==> config.mk <==
export PLATFORM = sky130hd
export DESIGN_NAME = ipfe_device_flat
export DESIGN_NICKNAME = d
export VERILOG_FILES = /design/src/pkg/ipfe_pkg.sv /design/src/pkg/ipfe_if.sv /design/src/hdl/ipfe_device.sv /design/src/flat_wrapper.sv
export SDC_FILE = /design/constraint.sdc
export NUM_CORES = 1
export LEC_CHECK = 0
export BUFFER_PORTS_ARGS = -buffer_cell sky130_fd_sc_hd__buf_2
export CAP_MARGIN = 20
export CORE_UTILIZATION = 31
export CTS_CLUSTER_SIZE = 20
export DETAILED_ROUTE_END_ITERATION = 10
export PLACE_DENSITY_LB_ADDON = 0.12
export SYNTH_ARGS = -nofsm -noshare
export SYNTH_HDL_FRONTEND = slang
export SYNTH_SLANG_ARGS = --single-unit
==> constraint.sdc <==
create_clock -name clk -period 1.7 [get_ports clk]
set_clock_uncertainty 0.1 [all_clocks]
set_input_delay 0.34 -clock clk [delete_from_list [all_inputs] [get_ports clk]]
set_output_delay 0.34 -clock clk [all_outputs]
set_load 0.1 [all_outputs]
==> src/pkg/ipfe_pkg.sv <==
// Constants, types and mode codes shared by both ends of the interrupt pin front end.
// Assumes one 50 MHz clock (clk) and an asynchronous active-low reset (arst_n) on both ends.
package ipfe_pkg;

	// Number of interrupt pins on the device.
	localparam int unsigned IPFE_NUM_IRQ = 4;

	// Cycles the pin must be seen inactive, then active, before a request counts.
	localparam int unsigned IPFE_MIN_INACTIVE = 2;
	localparam int unsigned IPFE_MIN_ACTIVE   = 2;

	// Least reset length, in double-rate clock cycles, as printed.
	localparam int unsigned IPFE_RESET_MIN_DOUBLE_RATE_CLOCK = 41;

	// Reset value of the acknowledge output latch (pin idles high).
	localparam logic IPFE_ACK_RESET = 1'b1;

	// Interrupt pin index of each line.
	localparam int unsigned IPFE_IRQ_ZERO  = 0;
	localparam int unsigned IPFE_IRQ_ONE   = 1;
	localparam int unsigned IPFE_IRQ_TWO   = 2;
	localparam int unsigned IPFE_IRQ_THREE = 3;

	// Initialization choice taken from the reset-time strap sample.
	typedef enum logic [1:0] {
		IPFE_INIT_SELF_TEST,
		IPFE_INIT_SKIP_TEST,
		IPFE_INIT_EMULATION,
		IPFE_INIT_RESERVED
	} ipfe_init_e;

endpackage : ipfe_pkg

==> src/pkg/ipfe_if.sv <==
// Pin-level carrier between the device front end and the external interrupt source.
// Assumes the testbench resolves the fourth pin's level from the two enables.
`timescale 1ns/1ns
interface ipfe_if;
	// Active-low interrupt lines zero to two, driven by the source.
	logic [2:0] irq_n_low;
	// Fourth pin: source drive and enable, device drive and enable, resolved level.
	logic       irq_three_src_o;
	logic       irq_three_src_oe;
	logic       irq_three_or_ack_out_o;
	logic       irq_three_or_ack_out_oe;
	logic       irq_three_i;
	// Active-low bus lock pin, sampled by the device during reset.
	logic       lock_n;

	// Device end.
	modport device (
		input  irq_n_low, irq_three_i, lock_n,
		output irq_three_or_ack_out_o, irq_three_or_ack_out_oe
	);
	// External source or controller end.
	modport source (
		input  irq_three_i, irq_three_or_ack_out_oe,
		output irq_n_low, irq_three_src_o, irq_three_src_oe, lock_n
	);
endinterface : ipfe_if

==> src/hdl/ipfe_device.sv <==
// Device end: synchronizes interrupt pins, detects requests, runs dual-use pins
// and latches the reset-time strap choice. Assumes pins are asynchronous to clk.
`timescale 1ns/1ns
module ipfe_device
	import ipfe_pkg::*;
(
	// Clock and reset.
	input  wire logic        clk,
	input  wire logic        arst_n,
	// Pins toward the outside party.
	ipfe_if.device           pins,
	// Interrupt control settings from the core.
	input  wire logic        vector_valid,
	input  wire logic        ext_mode,
	input  wire logic        ack_mode,
	input  wire logic        ack_drive,
	input  wire logic        ack_active,
	// Results toward the core.
	output logic [3:0]       irq_pulse,
	output logic             ext_controller_request,
	output ipfe_init_e       init_mode,
	output logic             on_circuit_emulation_mode
);

	// Raw active-high view of the four interrupt pins and the lock pin.
	logic [4:0] raw_in;
	assign raw_in = {~pins.lock_n, ~pins.irq_three_i, ~pins.irq_n_low};

	// Two-flop synchronizer; stage one feeds only stage two.
	logic [4:0] sync1_r;
	logic [4:0] sync2_r;
	always_ff @(posedge clk or negedge arst_n) begin
		if (!arst_n) begin
			sync1_r <= 5'h00;
			sync2_r <= 5'h00;
		end else begin
			sync1_r <= raw_in;
			sync2_r <= sync1_r;
		end
	end

	// A reset synchronizer gives a clean "in reset" flag seen as a clocked level.
	// Strap sampling then stays legal: the flops load pins only on clock edges.
	logic rst_sync1_r;
	logic rst_sync2_r;
	always_ff @(posedge clk or negedge arst_n) begin
		if (!arst_n) begin
			rst_sync1_r <= 1'b0;
			rst_sync2_r <= 1'b0;
		end else begin
			rst_sync1_r <= 1'b1;
			rst_sync2_r <= rst_sync1_r;
		end
	end

	// Strap capture: keep sampling until reset is fully released, then freeze.
	// Only the first edge after release still samples reset-time pin levels; the third edge loads them and freezes.
	logic [3:0] strap_r; // {lock_low, three_low, one_low, zero_low}
	logic       strap_frozen_r;
	always_ff @(posedge clk or negedge arst_n) begin
		if (!arst_n) begin
			strap_r        <= 4'h0;
			strap_frozen_r <= 1'b0;
		end else if (!strap_frozen_r) begin
			strap_r <= {sync2_r[4], sync2_r[3], sync2_r[1], sync2_r[0]};
			if (rst_sync2_r)
				strap_frozen_r <= 1'b1;
		end
	end

	// Decode the strap: lock low wins over everything, then the reserved codes.
	always_comb begin
		if (strap_r[3])
			init_mode = IPFE_INIT_EMULATION;
		else if (strap_r[2])
			init_mode = IPFE_INIT_RESERVED;
		else if (!strap_r[0])
			init_mode = IPFE_INIT_SELF_TEST;
		else if (strap_r[1])
			init_mode = IPFE_INIT_SKIP_TEST;
		else
			init_mode = IPFE_INIT_RESERVED;
	end
	assign on_circuit_emulation_mode = strap_r[3];

	// Each line needs a number of inactive cycles, then active cycles, before a pulse.
	// Counting in clk cycles covers both the synchronous and asynchronous cases.
	logic [3:0] line_en;
	assign line_en = {~ack_mode, ~ext_mode, 2'b11};

	genvar g;
	generate
		for (g = 0; g < 4; g++) begin : g_line
			logic [1:0] idle_cnt_r; // Saturating count of inactive cycles.
			logic [1:0] act_cnt_r;  // Count of active cycles after arming.
			logic       armed_r;
			logic       pulse_r;
			always_ff @(posedge clk or negedge arst_n) begin
				if (!arst_n) begin
					idle_cnt_r <= 2'h0;
					act_cnt_r  <= 2'h0;
					armed_r    <= 1'b0;
					pulse_r    <= 1'b0;
				end else begin
					pulse_r <= 1'b0;
					if (!rst_sync2_r || !line_en[g] || !vector_valid) begin
						// Lines are ignored in reset, in other roles and with no vector.
						idle_cnt_r <= 2'h0;
						act_cnt_r  <= 2'h0;
						armed_r    <= 1'b0;
					end else if (!sync2_r[g]) begin
						// Arm on the last inactive cycle of the minimum, not one later.
						act_cnt_r <= 2'h0;
						if (idle_cnt_r != 2'(IPFE_MIN_INACTIVE - 1))
							idle_cnt_r <= idle_cnt_r + 2'h1;
						else
							armed_r <= 1'b1;
					end else if (armed_r) begin
						idle_cnt_r <= 2'h0;
						if (act_cnt_r == 2'(IPFE_MIN_ACTIVE - 1)) begin
							pulse_r <= 1'b1;
							armed_r <= 1'b0;
							act_cnt_r <= 2'h0;
						end else
							act_cnt_r <= act_cnt_r + 2'h1;
					end else
						idle_cnt_r <= 2'h0;
				end
			end
			assign irq_pulse[g] = pulse_r;
		end
	endgenerate

	// External-controller request is a plain level from the third pin.
	always_ff @(posedge clk or negedge arst_n) begin
		if (!arst_n)
			ext_controller_request <= 1'b0;
		else
			ext_controller_request <= ext_mode & rst_sync2_r & sync2_r[IPFE_IRQ_TWO];
	end

	// Acknowledge latch: loads only between transactions, holds while one runs.
	logic ack_latch_r;
	always_ff @(posedge clk or negedge arst_n) begin
		if (!arst_n)
			ack_latch_r <= IPFE_ACK_RESET;
		else if (!ack_active)
			ack_latch_r <= ack_drive;
	end
	assign pins.irq_three_or_ack_out_o  = ack_latch_r;
	assign pins.irq_three_or_ack_out_oe = ack_mode & rst_sync2_r;

endmodule : ipfe_device

==> src/flat_wrapper.sv <==
// flat-port wrapper written by rule: the top's interface ports become plain ports
module ipfe_device_flat import ipfe_pkg::*;
  (clk, arst_n, vector_valid, ext_mode, ack_mode, ack_drive, ack_active, irq_pulse, ext_controller_request, init_mode, on_circuit_emulation_mode, pins_irq_n_low, pins_irq_three_i, pins_lock_n, pins_irq_three_or_ack_out_o, pins_irq_three_or_ack_out_oe);
  ipfe_if pins_i ();
  input  wire logic clk;
  input  wire logic arst_n;
  input  wire logic vector_valid;
  input  wire logic ext_mode;
  input  wire logic ack_mode;
  input  wire logic ack_drive;
  input  wire logic ack_active;
  output logic [3:0] irq_pulse;
  output logic ext_controller_request;
  output ipfe_init_e init_mode;
  output logic on_circuit_emulation_mode;
  input wire logic [$bits(pins_i.irq_n_low)-1:0] pins_irq_n_low;
  input wire logic [$bits(pins_i.irq_three_i)-1:0] pins_irq_three_i;
  input wire logic [$bits(pins_i.lock_n)-1:0] pins_lock_n;
  output wire logic [$bits(pins_i.irq_three_or_ack_out_o)-1:0] pins_irq_three_or_ack_out_o;
  output wire logic [$bits(pins_i.irq_three_or_ack_out_oe)-1:0] pins_irq_three_or_ack_out_oe;
  assign pins_i.irq_n_low = pins_irq_n_low;
  assign pins_i.irq_three_i = pins_irq_three_i;
  assign pins_i.lock_n = pins_lock_n;
  assign pins_irq_three_or_ack_out_o = pins_i.irq_three_or_ack_out_o;
  assign pins_irq_three_or_ack_out_oe = pins_i.irq_three_or_ack_out_oe;
  ipfe_device u_core (.clk(clk), .arst_n(arst_n), .pins(pins_i), .vector_valid(vector_valid), .ext_mode(ext_mode), .ack_mode(ack_mode), .ack_drive(ack_drive), .ack_active(ack_active), .irq_pulse(irq_pulse), .ext_controller_request(ext_controller_request), .init_mode(init_mode), .on_circuit_emulation_mode(on_circuit_emulation_mode));
endmodule
* Yosys cells after proc, flatten, opt, wreduce, memory -nomap -nowiden
Index checks and enable logic that the tools add are counted.
** Operators by class
- Reduce and logical (&&, ||, !) cells :: 11
- Bitwise logic cells :: 6
- $add $sub $neg :: 8
- Equal/unequal tests :: 16
- Muxes and demuxes :: 70
** Operators with widths (count)
- $mux 2 :: 32
- $mux 1 :: 38
- $add 2x1->2 const B :: 8
- $ne 3x1->1 const B :: 4
- $ne 3x3->1 const B :: 4
- $reduce_bool 3->1 :: 4
- $eq 2x1->1 const B :: 4
- $ne 2x1->1 const B :: 4
- $logic_or 1x1->1 :: 5
- $and 1x1->1 :: 3
- $not 3->3 :: 1
- $logic_not 1->1 :: 2
- $not 1->1 :: 2
** Word-level totals
- Bits of input ports :: 12
- Word-level logic and storage cells :: 135
- Register bits after elaboration :: 43

* Longest topological paths before layout
- Word-level depth :: 5
- Mapped depth :: 5

* Worst setup path after synthesis
Ideal clock, no wire load.
- Kind :: register -> output
- From :: register u_core.strap_r[0]
- To :: output init_mode[1]
- Stages on the path, launching flop included :: 3
- Slack :: -1.225 ns
- Arrival time :: 2.485 ns
- Buffers on the path :: 0
- Path through :: dfrtp_1 > inv_1 > o21ai_0
** On the way
- Word-level cells in the longest chain between the ends :: 3
** Ends and longest elaborated chain
- start, declared :: line ipfe_device.sv:58 : logic [3:0] strap_r;
- start signal, assigned :: line ipfe_device.sv:65 : strap_r <= {sync2_r[4], sync2_r[3], sync2_r[1], sync2_r[0]};
- $mux 2 :: line ipfe_device.sv:77 : else if (!strap_r[0])
- $mux 2 :: line ipfe_device.sv:75 : else if (strap_r[2])
- $mux 2 :: line ipfe_device.sv:73 : if (strap_r[3])
- end, declared :: line flat_wrapper.sv:14 : output ipfe_init_e init_mode;
Every way passes these cells.

* Final worst setup path
- From :: register u_core.rst_sync2_r
- To :: output pins_irq_three_or_ack_out_oe
** On the way
- Word-level cells in the longest chain between the ends :: 1
** Ends and longest elaborated chain
- start, declared :: line ipfe_device.sv:45 : logic rst_sync2_r;
- start signal, assigned :: line ipfe_device.sv:52 : rst_sync2_r <= rst_sync1_r;
- $and 1x1->1 :: line ipfe_device.sv:151 : assign pins.irq_three_or_ack_out_oe = ack_mode & rst_sync2_r;
- end, declared :: line flat_wrapper.sv:20 : output wire logic [$bits(pins_i.irq_three_or_ack_out_oe)-1:0] pins_irq_three_or_ack_out_oe;
Every way passes these cells.

==> impl_metrics.csv <==
group,metric,value,unit
status,status,"finished, final reports clean",
timing,hold_viol,0,
synthesis,ys_seq_area_share,65.1,%
timing,hold_ws,0.0701,ns
worst_setup_path,cp.required,1.26,ns
pwr,power.net_switching,0.000557,W
worst_setup_path,crit_type,"flip-flop to primary output",
drt,drc_errors,0,
timing,finalSetupTns,0,ns
clocking,ctsRootBufferMaster,"clkbuf_8",
hold_path,hold_end,"u_core.sync1_r[2]$_DFF_PN0_",
timing,fin_crit,1.62,ns
pwr,p_seq_share,54.8,%
worst_setup_path,timing.rr.start,"u_core.g_line[2].idle_cnt_r[1]$_DFFE_PN0P_",
synthesis,syn_area,0.00166,mm²
global_route,grt_pass1_wl,4930,µm
hold_path,worstHoldStart,"pins_irq_n_low[2]",
worst_setup_path,r2r_setup_slack,0.41,ns
pwr,sw_frac_of_total,28.1,%
synthesis,ys_types,26,
worst_setup_path,crit_fanout,8,
worst_setup_path,end_kind,"primary output",
cells_and_area,multi_input_area,495,µm²
synthesis,syn_inst,140,
timing,period_share,95.5,%
floorplanning,rows,26,
global_route,grt_max_degree,30,
cells_and_area,fillers,538,
pwr,combPwrFrac,13.4,%
synthesis,synth_area_leaders,"dfrtp_1, nor2_1, mux2_2, inv_1, ha_1",
flow_run,max_cap_violations,0,
cells_and_area,drive_above_1_share,25.9,%
drt,post_drt_wl_per_cell,11.8,µm
placement,dp_hpwl,1920,µm
drt,vias_per_cell,4.36,
drt,final_antenna_net_count,0,
placement,gp_congestion,0.666,
cells_and_area,seqCellArea,0.00108,mm²
pwr,p_clk_share,31.8,%
timing,rsz0062_at_grt,"no",
floorplanning,die_height,75.1,µm
placement,dpl_cell_area,0.00188,mm²
pwr,leakagePower,0.913,nW
floorplanning,die-area,0.00564,mm²
clocking,cts_tree,"done",
clocking,clock_latency,0.30,ns
worst_setup_path,reg2reg_to,"u_core.g_line[2].armed_r$_DFFE_PN0P_",
global_route,grt_pass1_vias,1072,
worst_setup_path,startpoint,"u_core.rst_sync2_r$_DFF_PN0_",
clocking,htree_levels,2,
worst_setup_path,ff2ff_path_depth,4,
drt,routed_wl,2790,µm
synthesis,synth.avg_cell_area,11.8,µm²
cells_and_area,post-route-util,38.5,%
drt,drt_iter0_drc,13,
synthesis,ys_warn_count,0,
cells_and_area,syn_to_final_growth,19.7,%
synthesis,yosys.area.top_type,"dfrtp_1",
hold_path,hold_path.class,"input port to flip-flop",
floorplanning,core-area,0.00514,mm²
floorplanning,start_util,32.2,%
drt,dr.pass1.iters,4,
global_route,grtUsageTotal,12.2,%
worst_setup_path,cp-start-kind,"flip-flop",
clocking,cts-buffers-inserted,5,
clocking,clk_pin_slew,0.09,ns
timing,setup_viol,0,
clocking,clock_sinks,43,
pwr,internal_power,0.00143,W
global_route,grt_overflow_total,0,
clocking,cts_buffer_depth,2,
drt,vias,1028,
placement,post-place-ws,0.343,ns
synthesis,synth-seq-cells,43,
floorplanning,pin_count,22,
synthesis,synth_nets,156,
cells_and_area,layout.nets,181,
worst_setup_path,arrival,1.18,ns
hold_path,hold_depth,2,
floorplanning,die_x,75.1,µm
timing,fmax,616,MHz
cells_and_area,fin_area,0.00198,mm²
placement,place.port_buffers,21,
timing,maxSlewViolCount,0,
pwr,peakVddDrop,0.000458,V
global_route,grt_antenna_before_repair,0,
synthesis,synth_top_area_share,63.5,%
timing,fin_ws,0.0772,ns
pwr,power_density,1000,mW/mm²
cells_and_area,diodes,0,
==> cell usage after synthesis <==
library cell   n
dfrtp_1       42
nor2_1        16
inv_1         14
nand2_1        8
nor3_1         8
a21oi_1        6
mux2_2         5
buf_4          4
ha_1           4
nor4_1         4
o21ai_0        4
xnor2_1        4
xor2_1         4
o21bai_1       3
nand3_1        2
nand4b_1       2
a2111oi_0      1
a211oi_1       1
and2_2         1
and3_2         1
buf_6          1
conb_1         1
dfstp_2        1
nand2_2        1
o21ai_1        1
or2_2          1
==> what timing repair did <==
| action | CTS | global route |
|---|---|---|
| endpoints found under the hold margin | 13 | 0 |
| setup buffers | 0 | 0 |
| setup endpoints to repair | 0 | 1 |
| hold buffers | 1 | 0 |
| resized for setup | 0 | 1 |
==> cell families after synthesis <==
logic type               Yosys count  synth area share [%]
buffers and inverters             19                  5.67
adder cells (fa/ha/maj)            4                  3.02
multiplexers                       5                  3.40
XOR/XNOR                           8                  4.23
AO/OA/AOI/OAI                     16                  5.67
flip-flops                        43                  65.1
other                              1                 0.227
AND/OR/NAND/NOR                   44                  12.7
==> layer usage <==
layer	share of wire [%]	vias to the layer above	track usage (%)	routed length, µm
li1	-	506	-	-
met1	49	492	15.5	1360
met2	45	23	18.7	1250
met3	4.3	7	3.21	119
met4	2.1	0	6.92	59
met5	0	-	0	0
==> registers in the layout (all words and copies together) (netlist names) <==
register and cells:
u_core.rst_sync1_r 1, u_core.strap_r 4, u_core.sync1_r 5, u_core.pins.irq_three_or_ack_out_o 1, u_core.g_line.armed_r 4, u_core.g_line.idle_cnt_r 8
u_core.strap_frozen_r 1, u_core.ext_controller_request 1, u_core.sync2_r 5, u_core.g_line.pulse_r 4, u_core.rst_sync2_r 1, u_core.g_line.act_cnt_r 8
==> area by class of cell <==
cell class / count / share of cell area [%]
well taps: 70 / 4.42
flip-flops and latches: 43 / 54.5
inverters: 14 / 2.65
repair buffers: 23 / 9.22
clock inverters: 3 / 0.758
multi-input cells: 78 / 25.0
clock buffers: 5 / 3.47
==> critical path: stages, from the launching register on <==
cell and delay (ns):
dfrtp_1 0.49, and2_2 0.22, buf_12 0.17
==> power by group through the flow <==
stage / Sequential [W] / Combinational [W] / Clock, W
after floorplan: 0.00115 / 0.000122 / 0
after global placement: 0.00111 / 0.000262 / 0
after detailed placement: 0.00111 / 0.000266 / 0
after CTS: 0.00109 / 0.000269 / 0.000651
after global routing: 0.00109 / 0.000283 / 0.000691
final: 0.00109 / 0.000265 / 0.000630
==> cells in the final DEF, fill, tap and decap left out <==
| cell type | n |
|---|---|
| nor2_1 | 15 |
| o21ai_1 | 1 |
| clkinv_2 | 3 |
| clkbuf_4 | 1 |
| dfrtp_1 | 41 |
| inv_1 | 14 |
| buf_12 | 4 |
| mux2_2 | 5 |
| nor2_4 | 1 |
| a21oi_1 | 6 |
| ha_1 | 4 |
| or2_2 | 1 |
| and2_2 | 1 |
| o21ai_2 | 1 |
| dfstp_2 | 1 |
| o21ai_0 | 3 |
| nor4_1 | 4 |
| xor2_1 | 4 |
| nand3_1 | 2 |
| o21bai_1 | 3 |
| conb_1 | 1 |
| a2111oi_0 | 1 |
| nand2_2 | 1 |
| nor3_1 | 8 |
| buf_2 | 17 |
| clkbuf_8 | 5 |
| a211oi_1 | 1 |
| dlygate4sd3_1 | 1 |
| xnor2_1 | 4 |
| dfrtp_2 | 1 |
| nand2_1 | 8 |
| nand4b_1 | 2 |
| and3_2 | 1 |
==> through the flow <==
stage,power (W),cells
2_1_floorplan,0.00127,140
3_3_place_gp,0.00137,227
3_5_place_dp,0.00137,227
4_1_cts,0.00201,236
5_1_grt,0.00207,236
6_report,0.00198,236
==> worst max path at each step <==
stage          cells after the start                            to  slack, ns
4_1_cts                            1   pins_irq_three_or_ack_out_o      0.009
3_3_place_gp                       1   pins_irq_three_or_ack_out_o       0.34
5_1_grt                            2  pins_irq_three_or_ack_out_oe       0.01
6_report                           2  pins_irq_three_or_ack_out_oe       0.08
3_5_place_dp                       1   pins_irq_three_or_ack_out_o       0.34
2_1_floorplan                      2                  init_mode[1]       0.04
Power figures use the tool's default switching activity.
